### config.mk
export PLATFORM = sky130hd
export DESIGN_NAME = afs_status_top
export DESIGN_NICKNAME = d
export VERILOG_FILES = /design/src/afs_pkg.sv /design/src/afs_status_top.sv /design/src/afs_sync.sv
export SDC_FILE = /design/constraint.sdc
export NUM_CORES = 1
export LEC_CHECK = 0
export BUFFER_PORTS_ARGS = -buffer_cell sky130_fd_sc_hd__buf_2
export CORE_MARGIN = 2
export CORE_UTILIZATION = 33
export DETAILED_ROUTE_END_ITERATION = 6
export MAX_ROUTING_LAYER = met4
export PLACE_DENSITY_LB_ADDON = 0.2
export SYNTH_ARGS = -nofsm -noshare
export SYNTH_HDL_FRONTEND = slang
export SYNTH_HIERARCHICAL = 1
export SYNTH_SLANG_ARGS = --single-unit
### constraint.sdc
create_clock -name core_clk -period 2.2 [get_ports core_clk]
set_clock_uncertainty 0.2 [all_clocks]
set_input_delay 0.44 -clock core_clk [delete_from_list [all_inputs] [get_ports core_clk]]
set_output_delay 0.44 -clock core_clk [all_outputs]
set_load 0.02 [all_outputs]
### src/afs_pkg.sv
/*
  Shared constants of the amplifier fault and diagnostic status block: register
  pointers, field positions, reset values and the serial bus framing.
  Assumes the including code reaches every name as afs_pkg::name.
*/
`default_nettype none

package afs_pkg;

  // ----------------------------------------------------------------
  // widths
  // ----------------------------------------------------------------
  localparam int OUTS = 4;
  localparam int BYTE_W = 8;
  localparam int BIT_CNT_W = 3;
  localparam logic [2:0] LAST_BIT = 3'h7;

  // ----------------------------------------------------------------
  // register pointers
  // ----------------------------------------------------------------
  localparam logic [7:0] PTR_GLOBAL_FAULT_STATUS = 8'h10;
  localparam logic [7:0] PTR_OUTPUT_OVERCURRENT_CLIP_STATUS = 8'h11;
  localparam logic [7:0] PTR_OUTPUT_LOAD_DIAG_STATUS = 8'h12;
  localparam logic [7:0] PTR_RESET = 8'h00;
  localparam logic [7:0] UNMAPPED_READ = 8'h00;

  // ----------------------------------------------------------------
  // global status field positions
  // ----------------------------------------------------------------
  localparam int GS_UNUSED = 7;
  localparam int GS_THERMAL_SHUTDOWN = 6;
  localparam int GS_THERMAL_WARNING = 5;
  localparam int GS_SUPPLY_OVER = 4;
  localparam int GS_SUPPLY_UNDER = 3;
  localparam int GS_ANY_OVERCURRENT = 2;
  localparam int GS_PUMP_HOLD_LOW = 1;
  localparam int GS_ANY_CLIP = 0;

  // per-output fields: upper nibble and lower nibble, output 3 at the top
  localparam int HI_LSB = 4;
  localparam int LO_LSB = 0;

  // ----------------------------------------------------------------
  // reset values
  // ----------------------------------------------------------------
  localparam logic [3:0] OC_LATCH_RESET = 4'hF;
  localparam logic PUMP_HOLD_RESET = 1'b1;
  localparam logic [3:0] LOAD_IDLE = 4'hF;
  localparam logic [7:0] STATUS_RESET = 8'h00;

  // ----------------------------------------------------------------
  // serial bus framing
  // ----------------------------------------------------------------
  localparam logic [6:0] DEV_ADDR_BASE_DEFAULT = 7'h34;
  localparam int ADDR_SEL_W = 2;
  localparam logic RW_READ = 1'b1;

endpackage

`default_nettype wire

### src/afs_status_top.sv
/*
  Fault and diagnostic status registers of a four-output amplifier, read and
  written over the two-wire serial control interface the device offers.
  Assumes analog detectors arrive as asynchronous active-high levels, while
  warn_temp_select, line_driver_select and the diagnostic-active flags come
  from control logic on core_clk.
*/
// Function
// RQ1: shutdown bit low while in thermal shutdown
// RQ2: warning bit low above selected threshold
// RQ3: overvoltage bit low above lockout level
// RQ4: undervoltage bit low below lockout level
// RQ5: global overcurrent low if any output overcurrent
// RQ6: pump bit hysteresis between two comparator levels
// RQ7: global clip low while any output clips
// RQ8: per-output overcurrent latches low, holds
// RQ9: writing one or reset clears latch
// RQ10: overcurrent bits high nibble, clip low nibble
// RQ11: per-output clip bits live, unlatched
// RQ12: load-okay follows resistance above selected threshold
// RQ13: load bit low when current threshold exceeded
// RQ14: load-okay high nibble, load low nibble
// RQ15: global register bit map, bit seven zero
// RQ16: reads sample live levels, read-only writes ignored
`timescale 1ns/1ps
`default_nettype none

module afs_status_top #(
  parameter int NUM_OUT = afs_pkg::OUTS,
  parameter logic [6:0] DEV_ADDR_BASE = afs_pkg::DEV_ADDR_BASE_DEFAULT
) (
  input wire logic core_clk,
  input wire logic rstn,
  input wire logic scl_in,
  input wire logic sda_in,
  output logic sda_out,
  output logic sda_oe,
  input wire logic [1:0] addr_sel,
  input wire logic thermal_shutdown_det,
  input wire logic [3:0] warn_above_det,
  input wire logic [1:0] warn_temp_select,
  input wire logic supply_over_det,
  input wire logic supply_under_det,
  input wire logic pump_hold_below_det,
  input wire logic pump_hold_above_det,
  input wire logic [3:0] out_overcurrent_det,
  input wire logic [3:0] out_clip_det,
  input wire logic open_load_diag_active,
  input wire logic line_driver_select,
  input wire logic [3:0] res_above_speaker_det,
  input wire logic [3:0] res_above_line_det,
  input wire logic short_load_diag_active,
  input wire logic [3:0] load_current_det,
  output logic [7:0] global_fault_status,
  output logic [7:0] output_overcurrent_clip_status,
  output logic [7:0] output_load_diag_status
);

  // ----------------------------------------------------------------
  // elaboration checks
  // ----------------------------------------------------------------
  // the nibble layout of the per-output registers only fits four outputs
  if (NUM_OUT != afs_pkg::OUTS) begin : g_bad_outs
    $error("afs_status_top serves exactly four outputs");
  end

  // ----------------------------------------------------------------
  // input synchronisers
  // ----------------------------------------------------------------
  localparam int SYNC_W = 33;
  localparam logic [SYNC_W-1:0] SYNC_RESET = {2'h3, 31'h0000_0000};

  logic [SYNC_W-1:0] sync_bus;
  logic scl_s;
  logic sda_s;
  logic [1:0] addr_sel_s;
  logic thermal_shutdown_s;
  logic [3:0] warn_above_s;
  logic supply_over_s;
  logic supply_under_s;
  logic pump_below_s;
  logic pump_above_s;
  logic [3:0] oc_s;
  logic [3:0] clip_s;
  logic [3:0] res_spk_s;
  logic [3:0] res_line_s;
  logic [3:0] cur_s;

  afs_sync #(
    .WIDTH(SYNC_W),
    .RESET_VAL(SYNC_RESET)
  ) u_sync (
    .core_clk(core_clk),
    .rstn(rstn),
    .async_in({scl_in, sda_in, addr_sel, thermal_shutdown_det, warn_above_det,
               supply_over_det, supply_under_det, pump_hold_below_det,
               pump_hold_above_det, out_overcurrent_det, out_clip_det,
               res_above_speaker_det, res_above_line_det, load_current_det}),
    .sync_out(sync_bus)
  );

  assign {scl_s, sda_s, addr_sel_s, thermal_shutdown_s, warn_above_s, supply_over_s,
          supply_under_s, pump_below_s, pump_above_s, oc_s, clip_s, res_spk_s,
          res_line_s, cur_s} = sync_bus;

  // ----------------------------------------------------------------
  // status sources
  // ----------------------------------------------------------------
  logic [3:0] out_overcurrent_latched_n_reg;
  logic [3:0] out_overcurrent_latched_n_next;
  logic pump_hold_low_n_reg;
  logic pump_hold_low_n_next;
  logic wr_en;
  logic [7:0] wr_ptr;
  logic [7:0] wr_data;
  logic thermal_shutdown_n;
  logic thermal_warning_n;
  logic supply_over_n;
  logic supply_under_n;
  logic any_overcurrent_n;
  logic any_clip_n;
  logic [3:0] out_load_okay;
  logic [3:0] out_load_n;
  logic [7:0] gs_byte;
  logic [7:0] ocs_byte;
  logic [7:0] lds_byte;

  // latched overcurrent and pump hysteresis; a new event beats a clearing write
  always_comb begin
    out_overcurrent_latched_n_next = out_overcurrent_latched_n_reg;
    if (wr_en && (wr_ptr == afs_pkg::PTR_OUTPUT_OVERCURRENT_CLIP_STATUS)) begin
      out_overcurrent_latched_n_next = out_overcurrent_latched_n_reg |
        wr_data[afs_pkg::HI_LSB +: 4]; // RQ9
    end
    out_overcurrent_latched_n_next = out_overcurrent_latched_n_next & ~oc_s; // RQ8
    pump_hold_low_n_next = pump_hold_low_n_reg;
    if (pump_below_s) begin
      pump_hold_low_n_next = 1'b0; // RQ6
    end else if (pump_above_s) begin
      pump_hold_low_n_next = 1'b1; // RQ6
    end
  end

  always_ff @(posedge core_clk) begin
    if (!rstn) begin
      out_overcurrent_latched_n_reg <= afs_pkg::OC_LATCH_RESET; // RQ9
      pump_hold_low_n_reg <= afs_pkg::PUMP_HOLD_RESET;
    end else begin
      out_overcurrent_latched_n_reg <= out_overcurrent_latched_n_next;
      pump_hold_low_n_reg <= pump_hold_low_n_next;
    end
  end

  // live indicators, all active low
  assign thermal_shutdown_n = ~thermal_shutdown_s; // RQ1
  assign thermal_warning_n = ~warn_above_s[warn_temp_select]; // RQ2
  assign supply_over_n = ~supply_over_s; // RQ3
  assign supply_under_n = ~supply_under_s; // RQ4
  // the latch holds the event, so the summary keeps showing it until cleared
  assign any_overcurrent_n = &out_overcurrent_latched_n_reg; // RQ5
  assign any_clip_n = ~|clip_s; // RQ7
  // outside a diagnostic the load fields rest at the not-asserted level
  assign out_load_okay = open_load_diag_active ?
    (line_driver_select ? res_line_s : res_spk_s) : afs_pkg::LOAD_IDLE; // RQ12
  assign out_load_n = short_load_diag_active ? ~cur_s : afs_pkg::LOAD_IDLE; // RQ13

  // register images
  always_comb begin
    gs_byte = afs_pkg::STATUS_RESET;
    gs_byte[afs_pkg::GS_UNUSED] = 1'b0; // RQ15
    gs_byte[afs_pkg::GS_THERMAL_SHUTDOWN] = thermal_shutdown_n; // RQ15
    gs_byte[afs_pkg::GS_THERMAL_WARNING] = thermal_warning_n;
    gs_byte[afs_pkg::GS_SUPPLY_OVER] = supply_over_n;
    gs_byte[afs_pkg::GS_SUPPLY_UNDER] = supply_under_n;
    gs_byte[afs_pkg::GS_ANY_OVERCURRENT] = any_overcurrent_n;
    gs_byte[afs_pkg::GS_PUMP_HOLD_LOW] = pump_hold_low_n_reg;
    gs_byte[afs_pkg::GS_ANY_CLIP] = any_clip_n;
    ocs_byte = {out_overcurrent_latched_n_reg, ~clip_s}; // RQ10 RQ11
    lds_byte = {out_load_okay, out_load_n}; // RQ14
  end

  // read decode, shared by the serial transmitter
  function automatic logic [7:0] read_mux(input logic [7:0] ptr, input logic [7:0] g,
                                          input logic [7:0] o, input logic [7:0] l);
    logic [7:0] val;
    val = afs_pkg::UNMAPPED_READ;
    unique case (ptr)
      afs_pkg::PTR_GLOBAL_FAULT_STATUS: val = g;
      afs_pkg::PTR_OUTPUT_OVERCURRENT_CLIP_STATUS: val = o;
      afs_pkg::PTR_OUTPUT_LOAD_DIAG_STATUS: val = l;
      default: val = afs_pkg::UNMAPPED_READ;
    endcase
    return val;
  endfunction

  // ----------------------------------------------------------------
  // serial slave
  // ----------------------------------------------------------------
  typedef enum logic [7:0] {
    AFS_IDLE = 8'h01,
    AFS_ADDR = 8'h02,
    AFS_REG = 8'h04,
    AFS_WDATA = 8'h08,
    AFS_ACK_WAIT = 8'h10,
    AFS_ACK_DRIVE = 8'h20,
    AFS_TX = 8'h40,
    AFS_MACK = 8'h80
  } afs_state_t;

  afs_state_t state_reg;
  afs_state_t state_next;
  logic [2:0] bit_cnt_reg;
  logic [2:0] bit_cnt_next;
  logic [7:0] shift_reg;
  logic [7:0] shift_next;
  logic [7:0] ptr_reg;
  logic [7:0] ptr_next;
  logic to_tx_reg;
  logic to_tx_next;
  logic addr_phase_reg;
  logic addr_phase_next;
  logic sda_oe_reg;
  logic sda_oe_next;
  logic scl_d_reg;
  logic sda_d_reg;
  logic scl_rise;
  logic scl_fall;
  logic bus_start;
  logic bus_stop;
  logic [7:0] rx_byte;
  logic [7:0] rd_byte;

  assign scl_rise = scl_s & ~scl_d_reg;
  assign scl_fall = ~scl_s & scl_d_reg;
  assign bus_start = scl_s & scl_d_reg & sda_d_reg & ~sda_s;
  assign bus_stop = scl_s & scl_d_reg & ~sda_d_reg & sda_s;
  assign rx_byte = {shift_reg[6:0], sda_s};
  // sampled at load time, so a read returns the level of that moment
  assign rd_byte = read_mux(ptr_reg, gs_byte, ocs_byte, lds_byte); // RQ16

  // framing, acknowledge and byte movement
  always_comb begin
    state_next = state_reg;
    bit_cnt_next = bit_cnt_reg;
    shift_next = shift_reg;
    ptr_next = ptr_reg;
    to_tx_next = to_tx_reg;
    addr_phase_next = addr_phase_reg;
    sda_oe_next = sda_oe_reg;
    wr_en = 1'b0;
    wr_ptr = ptr_reg;
    wr_data = rx_byte;
    if (bus_start) begin
      state_next = AFS_ADDR;
      bit_cnt_next = 3'h0;
      sda_oe_next = 1'b0;
    end else if (bus_stop) begin
      state_next = AFS_IDLE;
      sda_oe_next = 1'b0;
    end else begin
      unique case (state_reg)
        AFS_IDLE: begin
          sda_oe_next = 1'b0;
        end
        AFS_ADDR, AFS_REG, AFS_WDATA: begin
          if (scl_rise) begin
            shift_next = rx_byte;
            bit_cnt_next = bit_cnt_reg + 3'h1;
            if (bit_cnt_reg == afs_pkg::LAST_BIT) begin
              state_next = AFS_ACK_WAIT;
              to_tx_next = 1'b0;
              addr_phase_next = (state_reg == AFS_ADDR);
              if (state_reg == AFS_ADDR) begin
                if (rx_byte[7:1] != {DEV_ADDR_BASE[6:2], addr_sel_s}) begin
                  state_next = AFS_IDLE;
                end
                to_tx_next = (rx_byte[0] == afs_pkg::RW_READ);
              end else if (state_reg == AFS_REG) begin
                ptr_next = rx_byte;
              end else begin
                // only the latched field reacts; the rest is read-only
                wr_en = 1'b1; // RQ16
                ptr_next = ptr_reg + 8'h01;
              end
            end
          end
        end
        AFS_ACK_WAIT: begin
          if (scl_fall) begin
            sda_oe_next = 1'b1;
            state_next = AFS_ACK_DRIVE;
          end
        end
        AFS_ACK_DRIVE: begin
          if (scl_fall) begin
            bit_cnt_next = 3'h0;
            if (to_tx_reg) begin
              shift_next = rd_byte;
              sda_oe_next = ~rd_byte[7];
              state_next = AFS_TX;
            end else begin
              sda_oe_next = 1'b0;
              // the address is followed by a pointer, the pointer by data
              state_next = addr_phase_reg ? AFS_REG : AFS_WDATA;
            end
          end
        end
        AFS_TX: begin
          if (scl_fall) begin
            if (bit_cnt_reg == afs_pkg::LAST_BIT) begin
              sda_oe_next = 1'b0;
              state_next = AFS_MACK;
            end else begin
              shift_next = {shift_reg[6:0], 1'b0};
              sda_oe_next = ~shift_reg[6];
              bit_cnt_next = bit_cnt_reg + 3'h1;
            end
          end
        end
        AFS_MACK: begin
          if (scl_rise) begin
            ptr_next = ptr_reg + 8'h01;
            state_next = sda_s ? AFS_IDLE : AFS_ACK_DRIVE;
          end
        end
        default: begin
          state_next = AFS_IDLE;
          sda_oe_next = 1'b0;
        end
      endcase
    end
  end

  always_ff @(posedge core_clk) begin
    if (!rstn) begin
      state_reg <= AFS_IDLE;
      bit_cnt_reg <= 3'h0;
      shift_reg <= 8'h00;
      ptr_reg <= afs_pkg::PTR_RESET;
      to_tx_reg <= 1'b0;
      addr_phase_reg <= 1'b0;
      sda_oe_reg <= 1'b0;
      scl_d_reg <= 1'b1;
      sda_d_reg <= 1'b1;
    end else begin
      state_reg <= state_next;
      bit_cnt_reg <= bit_cnt_next;
      shift_reg <= shift_next;
      ptr_reg <= ptr_next;
      to_tx_reg <= to_tx_next;
      addr_phase_reg <= addr_phase_next;
      sda_oe_reg <= sda_oe_next;
      scl_d_reg <= scl_s;
      sda_d_reg <= sda_s;
    end
  end

  // open drain: only ever pulls low
  assign sda_out = 1'b0;
  assign sda_oe = sda_oe_reg;

  // ----------------------------------------------------------------
  // registered status mirrors
  // ----------------------------------------------------------------
  logic [7:0] gs_q_reg;
  logic [7:0] ocs_q_reg;
  logic [7:0] lds_q_reg;

  always_ff @(posedge core_clk) begin
    if (!rstn) begin
      gs_q_reg <= afs_pkg::STATUS_RESET;
      ocs_q_reg <= afs_pkg::STATUS_RESET;
      lds_q_reg <= afs_pkg::STATUS_RESET;
    end else begin
      gs_q_reg <= gs_byte;
      ocs_q_reg <= ocs_byte;
      lds_q_reg <= lds_byte;
    end
  end

  assign global_fault_status = gs_q_reg;
  assign output_overcurrent_clip_status = ocs_q_reg;
  assign output_load_diag_status = lds_q_reg;

endmodule

`default_nettype wire

### src/afs_sync.sv
/*
  Two flip-flop synchroniser bank for levels that enter from outside the clock
  domain. Assumes each bit is a slow level, not a word; bits may skew by a cycle.
*/
`timescale 1ns/1ps
`default_nettype none

module afs_sync #(
  parameter int WIDTH = 1,
  parameter logic [WIDTH-1:0] RESET_VAL = '0
) (
  input wire logic core_clk,
  input wire logic rstn,
  input wire logic [WIDTH-1:0] async_in,
  output logic [WIDTH-1:0] sync_out
);

  logic [WIDTH-1:0] meta_reg;
  logic [WIDTH-1:0] meta_next;
  logic [WIDTH-1:0] stable_reg;
  logic [WIDTH-1:0] stable_next;

  // first stage feeds only the second stage
  always_comb begin
    meta_next = async_in;
    stable_next = meta_reg;
  end

  always_ff @(posedge core_clk) begin
    if (!rstn) begin
      meta_reg <= RESET_VAL;
      stable_reg <= RESET_VAL;
    end else begin
      meta_reg <= meta_next;
      stable_reg <= stable_next;
    end
  end

  assign sync_out = stable_reg;

endmodule

`default_nettype wire

==> metrics.yaml <==
fin_tns_setup_ps: 0
dr_wl_met3_um: 442
netlist_area_mm2: 0.00485
vias: 3964
min_to: "u_sync/meta_reg[32]$_SDFF_PN1_"
drt-met1-wl_um: 5450
min_from: "scl_in"
fp.dieW_um: 125
path_clk_slew_ps: 50
drtPass1Iterations: 5
whs_path_depth: 2
clock_latency_ps: 410
yosysSeqAreaShare_pct: 51.6
arrival_ps: 2320
power_density_mw_per_mm2: 840
synth.distinct_cells: 63
period_needed_ps: 2200
rrSetupSlack_ps: 4
antenna_cells: 0
grt_antenna_before_repair: 0
dpl.hpwl_um: 7980
num_rows: 44
fmax_mhz: 455
grt_pass1_wl_um: 19100
crit_type: "reg2reg"
placed_cells: 770
layout.nets: 672
setup_ws_ps: 4.02
async_reset_ff_share_pct: 0
area_growth_pct: 36.7
cts_buffers: 17
cts_tree: "built"
grt_use_total_pct: 15.7
start_kind: "flop"
utilization_pct: 46.0
slowest_delay_ps: 500
yosys_most_used_dff: "dfxtp_1"
leakage_nw: 2.72
rr_endpoint: "state_reg[4]$_SDFFE_PP0P_"
drtIter0Drc: 226
synth_edf_count: 0
grt_start_max_net_pins: 88
numPortBuffers: 63
hold_class: "in2reg"
syn_inst: 505
topRoutingLayerUsed: "met4"
htree_levels: 4
slowest_stage: "or4_4"
cp_max_fo: 9
start_util_pct: 33.6
hold_viol: 0
cp.required_ps: 2330
final_cells: 823
cts.sinks: 125
die_h_um: 125
path_delay_family: "simple AND/OR/NAND/NOR gates"
core_mm2: 0.0144
yosysWarningCount: 6
path_cells: "buf_4 -> nand2b_1 -> o21ai_0 -> a21oi_2 -> o31ai_4 -> buf_6 -> or4_4 -> a21oi_2"
ios: 66
synth_seq_cells: 125
wirelength_um: 11900
cap_violations: 0
status: "complete, no violations"
ant_nets: 0
die_area_mm2: 0.0157
place_congestion: 0.944
crit_top_cell: "a21oi_2"
drcViolationCount: 0
setup_viol: 0
routed-wl-met2_um: 5800
clock-root-buffer: "clkbuf_16"
reg2regPathDepth: 8
slew_viol_final: 0
drive_above_1_share_pct: 34.4
ir_worst_vdd_mv: 0.639
rsz0062_at_grt: "true"
fin_crit_sh_pct: 99.8
grt_pass1_vias: 3866
cts.path.max_buffers: 2
synth.avg_cell_area_um2: 9.61
reg2reg_from: "state_reg[7]$_SDFFE_PP0P_"
grt-ovfl-total: 0
wl_per_cell_um: 14.5
avgViaCountPerCell: 4.82
preCtsSetupSlack_ps: -189
critPathCaptureType: "flop"
cp_num_buf_inv: 2
[worst max-delay path by stage]
stage	startpoint	endpoint	slack [ps]	cells past startpoint
finish	state_reg[7]$_SDFFE_PP0P_	state_reg[4]$_SDFFE_PP0P_	4	8
CTS	state_reg[2]$_SDFFE_PP0P_	state_reg[4]$_SDFFE_PP0P_	0.4	9
detailed placement	bit_cnt_reg[0]$_SDFFE_PP0P_	shift_reg[5]$_SDFFE_PN0P_	-190	8
floorplan	bit_cnt_reg[0]$_SDFFE_PP0P_	shift_reg[5]$_SDFFE_PN0P_	2	8
global route	state_reg[1]$_SDFFE_PN0P_	shift_reg[0]$_SDFFE_PN0P_	-80	9
global placement	bit_cnt_reg[0]$_SDFFE_PP0P_	shift_reg[5]$_SDFFE_PN0P_	-160	8
[Yosys cell counts, types with 5 or more instances]
| library cell | count | area (um^2) |
|---|---|---|
| o21ai_0 | 23 | 115 |
| inv_1 | 15 | 56.3 |
| buf_2 | 8 | 40.0 |
| nor2_1 | 30 | 113 |
| nand2_1 | 38 | 143 |
| nand2b_1 | 12 | 75.1 |
| or4_1 | 5 | 37.5 |
| a21oi_1 | 41 | 205 |
| clkbuf_1 | 15 | 56.3 |
| nand3_1 | 8 | 40.0 |
| o32ai_1 | 5 | 43.8 |
| ha_1 | 6 | 75.1 |
| or3_1 | 6 | 37.5 |
| mux2i_1 | 11 | 110 |
| buf_6 | 5 | 56.3 |
| nor3_1 | 11 | 55.1 |
| a222oi_1 | 6 | 60.1 |
| dfxtp_1 | 125 | 2500 |
| and2_1 | 68 | 425 |
[through the flow]
stage | area [um^2] | power [mW] | hold slack (ps)
floorplan | 4860 | 2.62 | 186
global placement | 5620 | 2.74 | 195
detailed placement | 5620 | 2.74 | 191
CTS | 6340 | 5.63 | 0.687
global route | 6640 | 5.79 | 2.00
finish | 6640 | 5.57 | 21.3
[routing by layer]
metal  up-vias  global-route usage (%)
met5         -                       -
met4         0                    7.45
met3        18                    4.07
met2        96                    24.7
met1      1858                    18.9
li1       1992                       -
[cell type report]
cell class,count,area [um^2]
fill,1390,7790
sequential,125,2530
multi-input combinational,333,2310
timing repair buffer,133,888
clock buffer,23,488
tap,184,230
clock inverter,9,133
inverter,16,60.1
[timing repair]
| item | 4_1_cts | 5_1_grt |
|---|---|---|
| buffers inserted | 4 | 16 |
| setup endpoints to repair | 27 | 28 |
| hold endpoints to repair | 1 | 0 |
| pin swaps | 9 | 17 |
| gates cloned | 0 | 1 |
| hold buffers | 1 | 0 |
| resized for setup | 22 | 44 |
[report_power, final]
part	internal (mW)	switching [mW]	leakage (nW)
logic	0.142	0.174	1.39
clock network	1.90	0.966	0.300
registers	2.35	0.0364	1.04
total	4.40	1.18	2.72
[cells by family after synthesis]
family / count (synthesis) / synth area share (%)
DFF: 125 / 51.6
xor gates and xnor gates: 4 / 0.722
buffers and inverters: 48 / 5.00
AOI/OAI and AO/OA: 95 / 12.9
and+or+nand+nor: 212 / 25.0
other: 1 / 0.0773
adders and majority gates: 6 / 1.55
muxes: 14 / 3.20
[cell usage in the layout, fill, tap and decap left out, types with 4 or more instances in the layout]
cell	n
dfxtp_1	115
and2_1	68
buf_2	64
buf_4	60
nand2_1	38
a21oi_1	35
nor2_1	27
o21ai_0	20
clkbuf_16	17
inv_1	14
nand2b_1	12
mux2i_1	11
nor3_1	9
nand3_1	8
a222oi_1	6
buf_6	6
dfxtp_4	6
or3_1	5
a21oi_2	5
o32ai_1	5
nand4_1	4
nand4b_1	4
dfxtp_2	4
clkbuf_8	4
No activity file was read; power rests on OpenSTA's default activity.
